--- config.mk ---
export PLATFORM = sky130hd
export DESIGN_NAME = dec_dma_sequencer_flat
export DESIGN_NICKNAME = d
export VERILOG_FILES = /design/src/hw/dec_dma_pkg.sv /design/src/hw/dec_dma_if.sv /design/src/hw/dec_dma_sequencer.sv /design/src/flat_wrapper.sv
export SDC_FILE = /design/constraint.sdc
export NUM_CORES = 1
export LEC_CHECK = 0
export BUFFER_PORTS_ARGS = -buffer_cell sky130_fd_sc_hd__buf_2
export CORE_MARGIN = 1.5
export CORE_UTILIZATION = 57
export CTS_CLUSTER_SIZE = 25
export DETAILED_ROUTE_END_ITERATION = 10
export PLACE_DENSITY = 0.79
export RECOVER_POWER = 25
export SLEW_MARGIN = 20
export SYNTH_ARGS = -nofsm -noshare
export SYNTH_HDL_FRONTEND = slang
export SYNTH_SLANG_ARGS = --single-unit
--- constraint.sdc ---
create_clock -name clk_i -period 4.6 [get_ports clk_i]
set_input_delay 0.23 -clock clk_i [delete_from_list [all_inputs] [get_ports clk_i]]
set_output_delay 0.23 -clock clk_i [all_outputs]
set_load 0.005 [all_outputs]
--- src/hw/dec_dma_pkg.sv ---
// Shared constants for the decoder event link and its DMA sequencer
package dec_dma_pkg;
    localparam int EVT_RECEIVE = 30;
    localparam int EVT_TRANSMIT = 31;
    localparam int EVT_NULL_STALL = 29;
    localparam logic [31:0] CONFIG_BASE_ADDR = 32'h5000_0000;
    localparam logic [31:0] SYMBOL_MEM_ADDR = 32'h5001_0000;
    localparam logic [31:0] INTERLEAVER_MEM_ADDR = 32'h5005_0000;
    localparam logic [31:0] DECISION_MEM_ADDR = 32'h5006_0000;
    localparam logic [31:0] OUT_PARAM_ADDR = 32'h5000_0030;
    localparam logic [15:0] CONFIG_BYTES = 16'h0040;
    localparam logic [15:0] OUT_PARAM_BYTES = 16'h000c;
    localparam int BEAT_BYTES = 8;
    localparam int FL_W = 16;
    // Software register map of the sequencer (word offsets)
    localparam logic [3:0] REG_CTRL = 4'h0;
    localparam logic [3:0] REG_FRAME = 4'h1;
    localparam logic [3:0] REG_STATUS = 4'h2;
    localparam logic [3:0] REG_COUNT = 4'h3;
    localparam int CTRL_GO_BIT = 0;
    localparam int CTRL_INTERLEAVER_LOAD_FLAG_BIT = 1;
    localparam int CTRL_OUTPUT_PARAMS_FLAG_BIT = 2;
    localparam int CTRL_SHARED_BIT = 3;
    localparam int CTRL_FIRST_BIT = 4;
    localparam int STAT_BUSY_BIT = 0;
    localparam int STAT_DONE_BIT = 1;
    localparam int STAT_STALL_BIT = 2;
    localparam int STAT_PEND_BIT = 3;
    localparam int BEAT_CYCLES = 1;
    typedef enum logic [2:0] {
        XFER_CONFIG, XFER_SYMBOL, XFER_INTERLEAVE, XFER_APRIORI,
        XFER_DECISION, XFER_OUTPARAM, XFER_EXTRINSIC, XFER_DUMMY
    } xfer_kind_e;
    // Bytes moved per kind, always whole 8-byte beats
    function automatic logic [15:0] xfer_bytes(input xfer_kind_e k, input logic [FL_W-1:0] fl);
        logic [16:0] f;
        f = {1'b0, fl};
        case (k)
            XFER_CONFIG: xfer_bytes = CONFIG_BYTES;
            XFER_SYMBOL, XFER_APRIORI: xfer_bytes = 16'((f + 17'd1) >> 1) << 3;
            XFER_INTERLEAVE: xfer_bytes = 16'((f + 17'd6) >> 2) << 3;
            XFER_DECISION, XFER_EXTRINSIC: xfer_bytes = 16'((f + 17'd63) >> 6) << 3;
            XFER_OUTPARAM: xfer_bytes = OUT_PARAM_BYTES + 16'h0004;
            default: xfer_bytes = 16'h0000;
        endcase
    endfunction
endpackage

--- src/hw/dec_dma_if.sv ---
// Link between decoder event source and the DMA sequencer
`timescale 1ns/1ps
interface dec_dma_if;
    logic decoder_transmit_request;
    logic decoder_receive_request;
    logic [31:0] addr;
    logic [63:0] wdata;
    logic [63:0] rdata;
    logic wr;
    logic rd;
    modport device (
        output decoder_transmit_request, decoder_receive_request, rdata,
        input addr, wdata, wr, rd
    );
    modport dma (
        input decoder_transmit_request, decoder_receive_request, rdata,
        output addr, wdata, wr, rd
    );
endinterface

--- src/hw/dec_dma_sequencer.sv ---
// DMA end: chained transfers per user channel, paced by decoder events
//
// Chosen here: the address map and the address-and-strobe port.
`timescale 1ns/1ps
// How it works
// [RULE_01] Event 30 paces result reads
// [RULE_02] Event 31 paces input writes
// [RULE_03] Every transfer moves whole 8-byte beats
// [RULE_04] Config: 64 bytes to base word
// [RULE_05] Config chains straight into symbol load
// [RULE_06] Symbols: 8*ceil(FL/2) bytes to memory
// [RULE_07] Interleave flag chains to table load
// [RULE_08] Else chain to next pending config
// [RULE_09] Table: 8*ceil((FL+3)/4) bytes loaded
// [RULE_10] After table: next config or dummy
// [RULE_11] Final transmit event fetches next config
// [RULE_12] End on dummy, never null link
// [RULE_13] Output params read only when flagged
// [RULE_14] Shared mode: a-priori except first pass
// [RULE_15] One array, one frame per event
// [RULE_16] Buffers aligned to 8-byte boundaries
// [RULE_17] Of transmit transfers, only table load raises completion flag
// [RULE_18] Flag completion after last receive transfer
// [RULE_19] Decisions: 8*ceil(FL/64) bytes read out
// [RULE_20] Output params: 12 bytes read; code reads 16, two whole beats
// [RULE_21] Events only when memory or results ready
module dec_dma_sequencer
    import dec_dma_pkg::*;
(
    input wire logic clk_i,
    input wire logic reset_i,
    dec_dma_if.dma link,
    input wire logic [3:0] addr_i,
    input wire logic [31:0] wdata_i,
    input wire logic wr_i,
    input wire logic rd_i,
    output logic [31:0] rdata_o,
    output logic tc_flag_o
);
    // =========================================
    // Software registers
    logic [4:0] ctrl_reg;
    logic [FL_W-1:0] frame_reg;
    logic pending_reg;
    logic done_reg;
    logic stall_reg;
    logic [15:0] chan_count_reg;
    logic busy;

    always_ff @(posedge clk_i) begin
        if (reset_i) begin
            ctrl_reg <= 5'h00;
            frame_reg <= '0;
        end else if (wr_i && addr_i == REG_CTRL) begin
            ctrl_reg <= wdata_i[4:0];
        end else if (wr_i && addr_i == REG_FRAME) begin
            frame_reg <= wdata_i[FL_W-1:0];
        end
    end

    always_ff @(posedge clk_i) begin
        if (reset_i) begin
            rdata_o <= 32'h0;
        end else if (rd_i) begin
            unique case (addr_i)
                REG_CTRL: rdata_o <= {27'h0, ctrl_reg};
                REG_FRAME: rdata_o <= {{(32-FL_W){1'b0}}, frame_reg};
                REG_STATUS: rdata_o <= {28'h0, pending_reg, stall_reg, done_reg, busy};
                REG_COUNT: rdata_o <= {16'h0, chan_count_reg};
                default: rdata_o <= 32'h0;
            endcase
        end else begin
            rdata_o <= 32'h0;
        end
    end

    // =========================================
    // Transfer engine
    xfer_kind_e kind_reg;
    logic active_reg;
    logic [15:0] left_reg;
    logic [31:0] dev_addr_reg;
    logic [31:0] mem_addr_reg;
    logic armed_tx_reg;
    logic armed_rx_reg;
    logic first_reg;
    logic kick_reg;
    logic [31:0] mem [0:63];
    logic [63:0] beat;
    logic go;
    logic xev;
    logic rev;
    logic last_beat;
    assign busy = active_reg;
    assign go = wr_i && addr_i == REG_CTRL && wdata_i[CTRL_GO_BIT];
    // A start from software stands in for the event that an idle decoder will not raise again
    assign xev = link.decoder_transmit_request || kick_reg;
    assign rev = link.decoder_receive_request;
    assign last_beat = active_reg && left_reg == 16'(BEAT_BYTES);
    assign beat = {mem[mem_addr_reg[7:2] + 6'd1], mem[mem_addr_reg[7:2]]};

    function automatic logic [31:0] dev_base(input xfer_kind_e k);
        case (k)
            XFER_CONFIG: dev_base = CONFIG_BASE_ADDR;
            XFER_SYMBOL: dev_base = SYMBOL_MEM_ADDR;
            XFER_INTERLEAVE: dev_base = INTERLEAVER_MEM_ADDR;
            XFER_DECISION: dev_base = DECISION_MEM_ADDR;
            XFER_OUTPARAM: dev_base = OUT_PARAM_ADDR;
            default: dev_base = 32'h0;
        endcase
    endfunction

    always_ff @(posedge clk_i) begin
        if (reset_i) begin
            kind_reg <= XFER_DUMMY;
            active_reg <= 1'b0;
            left_reg <= 16'h0;
            dev_addr_reg <= 32'h0;
            mem_addr_reg <= 32'h0;
            armed_tx_reg <= 1'b0;
            armed_rx_reg <= 1'b0;
            first_reg <= 1'b0;
            kick_reg <= 1'b0;
            pending_reg <= 1'b0;
            tc_flag_o <= 1'b0;
            stall_reg <= 1'b0;
            done_reg <= 1'b0;
            chan_count_reg <= 16'h0;
        end else begin
            tc_flag_o <= 1'b0;
            kick_reg <= 1'b0;
            if (go) begin
                pending_reg <= 1'b1;
                first_reg <= wdata_i[CTRL_FIRST_BIT];
                stall_reg <= 1'b0; // Software clears the stall by re-arming
                // Mid-channel starts only mark a pending channel; the final event chains to it
                if (kind_reg == XFER_DUMMY && !active_reg) begin
                    armed_tx_reg <= 1'b1;
                    kind_reg <= XFER_CONFIG;
                    kick_reg <= 1'b1;
                end
            end
            if (xev) begin
                if (armed_tx_reg && kind_reg != XFER_DUMMY) begin // [RULE_02] [RULE_15]
                    active_reg <= 1'b1;
                    armed_tx_reg <= 1'b0;
                    left_reg <= xfer_bytes(kind_reg, frame_reg); // [RULE_03] [RULE_06] [RULE_09]
                    dev_addr_reg <= dev_base(kind_reg); // [RULE_04]
                    mem_addr_reg <= 32'h0; // [RULE_16]
                    if (kind_reg == XFER_CONFIG) begin
                        pending_reg <= 1'b0;
                        armed_rx_reg <= 1'b1;
                    end
                end else if (!armed_tx_reg) begin
                    stall_reg <= 1'b1; // [RULE_12]
                end
            end
            if (rev && armed_rx_reg && !active_reg) begin // [RULE_01]
                active_reg <= 1'b1;
                left_reg <= xfer_bytes(kind_reg, frame_reg); // [RULE_19] [RULE_20]
                dev_addr_reg <= dev_base(kind_reg);
            end
            if (active_reg) begin
                left_reg <= left_reg - 16'(BEAT_BYTES);
                dev_addr_reg <= dev_addr_reg + 32'(BEAT_BYTES);
                mem_addr_reg <= mem_addr_reg + 32'(BEAT_BYTES);
            end
            if (last_beat) begin
                active_reg <= 1'b0;
                unique case (kind_reg)
                    XFER_CONFIG: begin
                        kind_reg <= XFER_SYMBOL; // [RULE_05]
                        armed_tx_reg <= 1'b1;
                    end
                    XFER_SYMBOL: begin
                        armed_tx_reg <= 1'b1;
                        if (ctrl_reg[CTRL_INTERLEAVER_LOAD_FLAG_BIT]) begin
                            kind_reg <= XFER_INTERLEAVE; // [RULE_07]
                        end else if (ctrl_reg[CTRL_SHARED_BIT] && !first_reg) begin
                            kind_reg <= XFER_APRIORI; // [RULE_14]
                        end else begin
                            kind_reg <= XFER_DECISION; // [RULE_08]
                        end
                    end
                    XFER_INTERLEAVE, XFER_APRIORI: begin
                        tc_flag_o <= kind_reg == XFER_INTERLEAVE; // [RULE_17]
                        armed_tx_reg <= 1'b1;
                        kind_reg <= XFER_DECISION; // [RULE_10]
                    end
                    XFER_DECISION: begin
                        if (ctrl_reg[CTRL_OUTPUT_PARAMS_FLAG_BIT] && !ctrl_reg[CTRL_SHARED_BIT]) begin
                            kind_reg <= XFER_OUTPARAM; // [RULE_13]
                        end else begin
                            kind_reg <= pending_reg ? XFER_CONFIG : XFER_DUMMY;
                            armed_rx_reg <= 1'b0;
                            tc_flag_o <= 1'b1; // [RULE_18]
                            done_reg <= 1'b1;
                            chan_count_reg <= chan_count_reg + 16'h1;
                            armed_tx_reg <= 1'b1; // [RULE_11] [RULE_12]
                        end
                    end
                    XFER_OUTPARAM: begin
                        kind_reg <= pending_reg ? XFER_CONFIG : XFER_DUMMY;
                        armed_rx_reg <= 1'b0;
                        tc_flag_o <= 1'b1; // [RULE_18]
                        done_reg <= 1'b1;
                        chan_count_reg <= chan_count_reg + 16'h1;
                        armed_tx_reg <= 1'b1; // [RULE_12]
                    end
                    default: kind_reg <= kind_reg;
                endcase
            end
            if (rd_i && addr_i == REG_STATUS && !last_beat) begin
                done_reg <= 1'b0;
            end
        end
    end

    // Buffer in processor memory, one word per software write above the map
    always_ff @(posedge clk_i) begin
        if (wr_i && addr_i[3]) begin
            mem[{3'h0, addr_i[2:0]}] <= wdata_i;
        end
    end

    always_ff @(posedge clk_i) begin
        if (reset_i) begin
            link.addr <= 32'h0;
            link.wdata <= 64'h0;
            link.wr <= 1'b0;
            link.rd <= 1'b0;
        end else begin
            link.addr <= dev_addr_reg;
            link.wdata <= beat;
            link.wr <= active_reg && kind_reg inside {XFER_CONFIG, XFER_SYMBOL,
                XFER_INTERLEAVE, XFER_APRIORI};
            link.rd <= active_reg && kind_reg inside {XFER_DECISION, XFER_OUTPARAM};
        end
    end
endmodule

--- src/flat_wrapper.sv ---
// flat-port wrapper written by rule: the top's interface ports become plain ports
module dec_dma_sequencer_flat import dec_dma_pkg::*;
  (clk_i, reset_i, addr_i, wdata_i, wr_i, rd_i, rdata_o, tc_flag_o, link_decoder_transmit_request, link_decoder_receive_request, link_rdata, link_addr, link_wdata, link_wr, link_rd);
  dec_dma_if link_i ();
  input wire logic clk_i;
  input wire logic reset_i;
  input wire logic [3:0] addr_i;
  input wire logic [31:0] wdata_i;
  input wire logic wr_i;
  input wire logic rd_i;
  output logic [31:0] rdata_o;
  output logic tc_flag_o;
  input wire logic [$bits(link_i.decoder_transmit_request)-1:0] link_decoder_transmit_request;
  input wire logic [$bits(link_i.decoder_receive_request)-1:0] link_decoder_receive_request;
  input wire logic [$bits(link_i.rdata)-1:0] link_rdata;
  output wire logic [$bits(link_i.addr)-1:0] link_addr;
  output wire logic [$bits(link_i.wdata)-1:0] link_wdata;
  output wire logic [$bits(link_i.wr)-1:0] link_wr;
  output wire logic [$bits(link_i.rd)-1:0] link_rd;
  assign link_i.decoder_transmit_request = link_decoder_transmit_request;
  assign link_i.decoder_receive_request = link_decoder_receive_request;
  assign link_i.rdata = link_rdata;
  assign link_addr = link_i.addr;
  assign link_wdata = link_i.wdata;
  assign link_wr = link_i.wr;
  assign link_rd = link_i.rd;
  dec_dma_sequencer u_core (.clk_i(clk_i), .reset_i(reset_i), .link(link_i), .addr_i(addr_i), .wdata_i(wdata_i), .wr_i(wr_i), .rd_i(rd_i), .rdata_o(rdata_o), .tc_flag_o(tc_flag_o));
endmodule
== Yosys cells after proc, flatten, opt, wreduce, memory -nomap -nowiden ==
Memories as Yosys holds them, arrays and structs flattened. A register that Yosys moved wholly into a read port is not among the register bits.
Cells that the tools add are included.

* Register bits after elaboration: 195
* Memories kept: 1
* Bits of input ports: 106
* Bits in writable memories: 2048
* Word-level logic and storage cells: 149
* Output and inout bits: 131

* Add/sub/neg operators: 8
* Mux-type cells: 55
* Equal/unequal tests: 14
* Reductions and logical operators: 47
* Bitwise logic cells: 4

{| class="wikitable"
|+ Memories
! name !! words !! width !! read ports !! clocked after Yosys merged registers in !! write ports !! line !! RTL
|-
| u_core.mem || 64 || 32 || 2 || 2 || 1 || dec_dma_sequencer.sv:88 || <nowiki>logic [31:0] mem [0:63];</nowiki>
|}

{| class="wikitable"
|+ Operators with widths
! kind !! number
|-
| $mux 32 || 7
|-
| $pmux 31 s5 || 1
|-
| $mux 16 || 5
|-
| $pmux 16 s5 || 1
|-
| $add 32x4->32 const B || 2
|-
| $pmux 16 s4 || 1
|-
| $pmux 16 s2 || 1
|-
| $mux 1 || 27
|-
| $mux 3 || 7
|-
| $add 16x6->17 const B || 1
|-
| $add 16x1->16 const B || 1
|-
| $eq 16x4->1 const B || 1
|-
| $reduce_or 2->1 || 8
|-
| $sub 16x4->16 const B || 1
|-
| $add 15x3->15 const B || 1
|-
| $logic_and 1x1->1 || 15
|-
| $pmux 3 s5 || 1
|-
| $add 14x1->14 const B || 1
|-
| $reduce_bool 2->1 || 7
|-
| $eq 3x3->1 const B || 4
|-
| $eq 4x2->1 const B || 2
|-
| $reduce_and 2->1 || 4
|-
| $add 6x1->6 const B || 1
|-
| $eq 3x2->1 const B || 2
|-
| other kinds (16) || 26
|}

== Longest topological paths before layout ==
Gate-level depths: netlist of the first run.

* Depth in word-level cells: 9
* Mapped depth: 8

== Worst setup path before layout of the first run ==
OpenSTA, ideal clock, no wires.

* Kind: in2reg
* Start: input wr_i
* End: memory u_core.mem[4][0] (enable)
* Slack: 1265 ps
* Library setup time: 461 ps
* Arrival time: 2873 ps
* Stages: 3
* Required time: 4139 ps
* Path through: clkbuf_1 > nand3_1 > nor3_1

* Longest elaborated chain between the ends: 3

{| class="wikitable"
|+ RTL lines
! element !! line !! RTL
|-
| start: declaration || flat_wrapper.sv:9 || <nowiki>input wire logic wr_i;</nowiki>
|-
| $logic_and 1x1->1 || dec_dma_sequencer.sv:221 || <nowiki>if (wr_i && addr_i[3]) begin</nowiki>
|-
| $mux 1 || dec_dma_sequencer.sv:221 ||
|-
| $mux 1 (not written as such) || dec_dma_sequencer.sv:222 || <nowiki>mem[{3'h0, addr_i[2:0]}] <= wdata_i;</nowiki>
|-
| end: declaration || dec_dma_sequencer.sv:88 ||
|}

Every way passes these cells.

== Worst setup path in the final report of the first run ==
* Start: register u_core.kind_reg[2]
* End: register u_core.chan_count_reg[13]

* Longest elaborated chain between the ends: 3
* Elaborated cells on any way between the ends: 6
* Classes of those cells: eq/ne (3); mux (1); reduce/logical (2)

{| class="wikitable"
|+ RTL lines
! element !! line !! RTL
|-
| start: declaration || dec_dma_sequencer.sv:79 || <nowiki>xfer_kind_e kind_reg;</nowiki>
|-
| start signal: assignment || dec_dma_sequencer.sv:194 || <nowiki>kind_reg <= pending_reg ? XFER_CONFIG : XFER_DUMMY;</nowiki>
|-
| start signal: assignment || dec_dma_sequencer.sv:203 || <nowiki>kind_reg <= pending_reg ? XFER_CONFIG : XFER_DUMMY;</nowiki>
|-
| start signal: assignment || dec_dma_sequencer.sv:210 || <nowiki>default: kind_reg <= kind_reg;</nowiki>
|-
| $eq 3x3->1 || dec_dma_sequencer.sv:170 || <nowiki>unique case (kind_reg)</nowiki>
|-
| $ne 2x2->1 (no line) / $reduce_bool 2->1 (equally long branches) || -- ||
|-
| $reduce_and 3->1 (no line) || -- ||
|-
| end signal: assignment || dec_dma_sequencer.sv:198 || <nowiki>chan_count_reg <= chan_count_reg + 16'h1;</nowiki>
|-
| end signal: assignment || dec_dma_sequencer.sv:207 || <nowiki>chan_count_reg <= chan_count_reg + 16'h1;</nowiki>
|-
| end: declaration || dec_dma_sequencer.sv:47 || <nowiki>logic [15:0] chan_count_reg;</nowiki>
|}

Parallel ways exist; a longest one is shown, timed or not.
A chain may end at the register's enable or synchronous reset.

==> results of run 1 <==
[final cells by class]
type,count,area (um^2)
multi-input combinational,775,5810
antenna,3,7.51
inverter,13,48.8
clock buffer,63,1300
fill,2167,9980
sequential,460,11800
timing repair buffer,197,1160
clock inverter,23,243
tap,396,495
[through the flow]
step	area, um^2	setup slack (ps)	total power [mW]	util, %
final	20900	1940	8.38	67.6
after global routing	20800	1790	8.62	67.6
after CTS	20800	1960	8.43	67.6
after detailed placement	19000	1980	4.72	61.7
after global placement	19000	2000	4.71	61.7
after floorplan	18000	1270	4.62	-
[power by group through the flow]
stage          clock, mW  combinational, mW  sequential [mW]
2_1_floorplan          0              0.103             4.51
3_3_place_gp           0              0.192             4.51
3_5_place_dp           0              0.198             4.52
4_1_cts             3.78              0.217             4.43
5_1_grt             3.95              0.234             4.43
6_report            3.73              0.216             4.43
[timing repair]
action	in CTS	in global routing
hold endpoints to repair	201	0
hold buffers	26	0
setup buffers	0	0
gates resized for setup	0	0
[layer usage]
metal	share of wire, %	GRT usage [%]	wire [um]
met2	48	38.4	18600
met4	2.0	6.05	755
met3	6.2	3.94	2410
met1	44	33.5	16900
met5	0	0	0
[final timing paths]
kind                      startpoint                   endpoint  slack (ps)  cells past startpoint
setup / recovery  u_core.kind_reg[2]  u_core.chan_count_reg[13]        1940                      5
hold / removal                  rd_i            u_core.done_reg          50                      4
setup reg to reg  u_core.kind_reg[2]  u_core.chan_count_reg[13]        1940                      5
hold reg to reg   u_core.ctrl_reg[4]         u_core.ctrl_reg[4]         460                      2
[cells by family after synthesis]
family | synth area share (%)
other | 0.0209
AOI/OAI and AO/OA | 6.49
and+or+nand+nor | 13.4
muxes | 8.31
xor gates and xnor gates | 2.93
DFF | 65.6
adders and majority gates | 0.488
buffers and inverters | 2.78
[critical path: stages, from the launching register on]
cell and delay, ps:
dfxtp_1 750, nand2b_1 330, or2_1 420, or3_4 470, or4_1 470, a21oi_1 150
[cells in the mapped netlist, types with 3 or more instances]
| library cell | number |
|---|---|
| nor3_1 | 28 |
| mux4_2 | 64 |
| clkbuf_1 | 71 |
| a211o_1 | 3 |
| and4_1 | 7 |
| and3_1 | 8 |
| buf_4 | 19 |
| a311oi_1 | 3 |
| o211ai_1 | 3 |
| ha_1 | 7 |
| o21ai_0 | 23 |
| or3_1 | 8 |
| nor2b_1 | 36 |
| a31oi_1 | 5 |
| o31ai_1 | 7 |
| o22ai_1 | 8 |
| mux2i_1 | 4 |
| buf_1 | 3 |
| a21oi_1 | 62 |
| inv_1 | 12 |
| buf_2 | 6 |
| nor3b_1 | 5 |
| a211oi_1 | 12 |
| dfxtp_1 | 204 |
| and2_1 | 68 |
| or4_1 | 7 |
| a22oi_1 | 26 |
| nand3b_1 | 4 |
| xor2_1 | 28 |
| nor2_1 | 80 |
| nor4_1 | 18 |
| nand3_1 | 36 |
| xnor2_1 | 32 |
| nand4_1 | 22 |
| a221oi_1 | 7 |
| nand2b_1 | 12 |
| edfxtp_1 | 256 |
| nand2_1 | 81 |
| a2111oi_0 | 3 |
==> results.json, run 1 <==
{
  "dieArea_um2": 32600,
  "fin_skew_ps": 27.2,
  "dp_hpwl_mm": 23.8,
  "synthDominantCellAreaShare_pct": 42.8,
  "yosys_most_used_dff": "edfxtp_1",
  "synth.cell_area_um2": 18000,
  "swShare_pct": 20.5,
  "slew_headroom_pct": 24.0,
  "rsz0062_at_grt": "false",
  "drtPass1Iterations": 5,
  "clk_latency_ps": 560,
  "fin_cells": 1930,
  "syn_inst": 1329,
  "path_max_fanout": 25,
  "finalCritPeriodShare_pct": 57.9,
  "fp.dieH_um": 180,
  "synth_edf_count": 256,
  "vias_per_cell": 5.84,
  "start_util_pct": 58.2,
  "slew_violations": 0,
  "largest_register_ffs": 256,
  "layout_min_cycle_time_ps": 2660,
  "layout_commonest_cell": "edfxtp_1",
  "io_buffers": 153,
  "pwr-share-comb_pct": 2.6,
  "tightestPinTransition_ps": 1120,
  "pwr-share-seq_pct": 52.9,
  "hold_viol_final": 0,
  "fmax_mhz": 375,
  "synth_area_leaders": "edfxtp_1 43%, dfxtp_1 23%, mux4_2 8.0%, and2_1 2.4%, a21oi_1 1.7%",
  "seq_area_frac_synth_pct": 65.6,
  "coreArea_um2": 30800,
  "whs_ps": 54.0,
  "synth_cell_type_count": 72,
  "fin_nets": 1606,
  "vias": 11263,
  "p_leak_nw": 7.11,
  "yosysTopAreaCell": "edfxtp_1",
  "internal_power_mw": 6.66,
  "grt_pass1_wl_mm": 60.3,
  "endpoint_kind": "flop",
  "h-tree-depth": 2,
  "synth_area_per_cell_um2": 13.5,
  "crit_path_start_kind": "flop",
  "cts_buffers": 46,
  "cts_buffer_depth": 3,
  "finalSetupViolations": 0,
  "place_inst": 1813,
  "layout_common_cells": "256 x edfxtp_1, 202 x dfxtp_1, 128 x buf_2, 81 x nand2_1, 74 x nor2_1",
  "p_clk_share_pct": 44.5,
  "num_rows": 64,
  "tritoncts": "done",
  "clkSlewWorstSetupHoldPaths_ps": 60,
  "drv_cap": 0,
  "ant_nets": 0,
  "min_path_type": "in -> reg",
  "power.switching_mw": 1.72,
  "drt_iter0_drc": 1095,
  "grt_max_degree": 75,
  "grt_pass1_vias": 10978,
  "tns_ps": 0,
  "worst_ep_arrival_time_ps": 3130,
  "antenna_found_initial": 1,
  "ir_worst_vdd_uv": 376,
  "cts.sinks": 460,
  "drc": 0,
  "outcome": "finished clean",
  "critPathKind": "reg -> reg",
  "synth_warnings": 0,
  "worst_ep_required_time_ps": 5060,
  "synth-seq-cells": 460,
  "area_growth_pct": 16.2,
  "boundaryPins": 237,
  "p_per_area_nw_per_um2": 402,
  "async_flop_share_pct": 0,
  "routed_wl_mm": 38.6,
  "die_w_um": 180,
  "wl_per_cell_um": 20.0,
  "grt_overflow": 0,
  "drive_above_1_share_pct": 20.4,
  "cts-root-buf": "clkbuf_16",
  "grt_util_all_layers_pct": 23.6,
  "place.gp.congestion": 0.892
}
No activity file was read; power rests on OpenSTA's default activity.
==> inputs of run 2 (changes only) <==
CORE_UTILIZATION = 52   (was 57)
PLACE_DENSITY = 0.76   (was 0.79)
clock period = 2.15 ns   (was 4.6 ns; I/O delays follow)
==> results.json, run 2 (same netlist as run 1, synthesis figures left out) <==
{
  "clk_latency_ps": 550,
  "p_per_area_nw_per_um2": 825,
  "total_power_mw": 17.7,
  "ir_worst_vdd_uv": 586,
  "busiest_layer": "met2",
  "finalSetupViolations": 0,
  "drtPass1Iterations": 5,
  "routed_wl_mm": 40.6,
  "tns_ps": 0,
  "grt_pass1_wl_mm": 63.5,
  "endpoint_kind": "flop",
  "fin_nets": 1685,
  "hold_viol_final": 0,
  "rsz0062_at_grt": "false",
  "p_leak_nw": 7.47,
  "cts_setup_buffers": 0,
  "whs_ps": 157,
  "cts_buffer_depth": 3,
  "drive_above_1_share_pct": 23.4,
  "finalCritPeriodShare_pct": 94.6,
  "drc": 0,
  "coreArea_um2": 33800,
  "place.gp.congestion": 0.871,
  "num_rows": 67,
  "fmax_mhz": 492,
  "grt.met3_usage_pct": 2.89,
  "io_buffers": 153,
  "die_w_um": 189,
  "dieArea_um2": 35600,
  "fin_skew_ps": 12.8,
  "n_antenna_cell": 0,
  "cts-root-buf": "clkbuf_16",
  "drv_cap": 0,
  "crit_path_start_kind": "flop",
  "grtUsageMet1_pct": 32.4,
  "path_cells": "nor4_4 > nand4_4 > or3_4 > or4_1 > a21oi_1",
  "critical-path-slowest-cell": "or4_1",
  "slew_violations": 0,
  "start_util_pct": 53.1,
  "vias": 11763,
  "vias_per_cell": 5.72,
  "layout_min_cycle_time_ps": 2030,
  "wl_per_cell_um": 19.7,
  "tritoncts": "done",
  "grt_overflow": 0,
  "ant_nets": 0,
  "outcome": "finished clean",
  "h-tree-depth": 2,
  "cts_buffers": 46,
  "grt_max_degree": 77,
  "boundaryPins": 237,
  "use_met2_pct": 37.1,
  "fp.dieH_um": 189,
  "cpPeakStageDelay_ps": 480,
  "tightestPinTransition_ps": 770,
  "worst_ep_arrival_time_ps": 2510,
  "slew_headroom_pct": 48.7,
  "layout_common_cells": "256 x edfxtp_1, 201 x dfxtp_1, 127 x buf_2, 82 x buf_4, 81 x nand2_1",
  "dp_hpwl_mm": 25.7,
  "path_max_fanout": 5,
  "min_path_type": "in -> reg",
  "grt_pass1_vias": 11504,
  "grt_util_all_layers_pct": 22.8,
  "clkSlewWorstSetupHoldPaths_ps": 70,
  "cts.sinks": 460,
  "drt_iter0_drc": 963,
  "antenna_found_initial": 0,
  "layout_commonest_cell": "edfxtp_1",
  "critPathKind": "reg -> reg",
  "largest_register_ffs": 256,
  "area_growth_pct": 19.7,
  "worst_ep_required_time_ps": 2630
}
-- run 2: per-layer routing --
| layer | vias up | part of all wire (%) |
|---|---|---|
| met5 | - | 0 |
| met3 | 67 | 6.1 |
| met4 | 0 | 2.1 |
| met1 | 5893 | 44 |
| met2 | 400 | 48 |
| li1 | 5403 | - |
-- run 2: timing repair --
item	in CTS	in global routing
gates resized for setup	0	4
hold endpoints to repair	276	0
hold buffers	35	0
endpoints found under the setup margin	0	2
-- run 2: layout make-up --
cell class	count	area [um^2]
Clock buffer	59	1230
Tap cell	448	561
Clock inverter	26	241
Inverter	13	48.8
Sequential cell	460	11800
Multi-Input combinational cell	775	5830
Timing Repair Buffer	276	1800
Fill cell	2507	12300
-- run 2: final timing paths --
path	start	end	slack, ps	depth (start not counted)
setup / recovery	u_core.left_reg[11]	u_core.chan_count_reg[15]	120	5
setup reg to reg	u_core.left_reg[11]	u_core.chan_count_reg[15]	120	5
hold reg to reg	u_core.ctrl_reg[0]	u_core.ctrl_reg[0]	470	2
hold / removal	addr_i[3]	u_core.ctrl_reg[2]	160	5
-- run 2: critical path: cells and delay by family (launching register included) --
family	cells	cell delay (ps)
flops	1	330
simple gates	4	1470
compound gates	1	150
-- run 2: power by group --
group	switching, mW	internal (mW)	leakage (nW)
Clock	3.30	4.44	0.720
Sequential	0.0506	9.43	3.97
Combinational	0.318	0.190	2.77
Total	3.67	14.1	7.47
-- run 2: through the flow --
step / cells / setup slack [ps] / cell area [um^2] / utilization [%]
after global placement: 1937 / 137 / 19700 / 58.3
after global routing: 2057 / 5.95 / 21500 / 63.6
after CTS: 2057 / 98.4 / 21500 / 63.7
after floorplan: 1347 / -211 / 18000 / -
after detailed placement: 1937 / 108 / 19700 / 58.3
final: 2057 / 116 / 21500 / 63.6
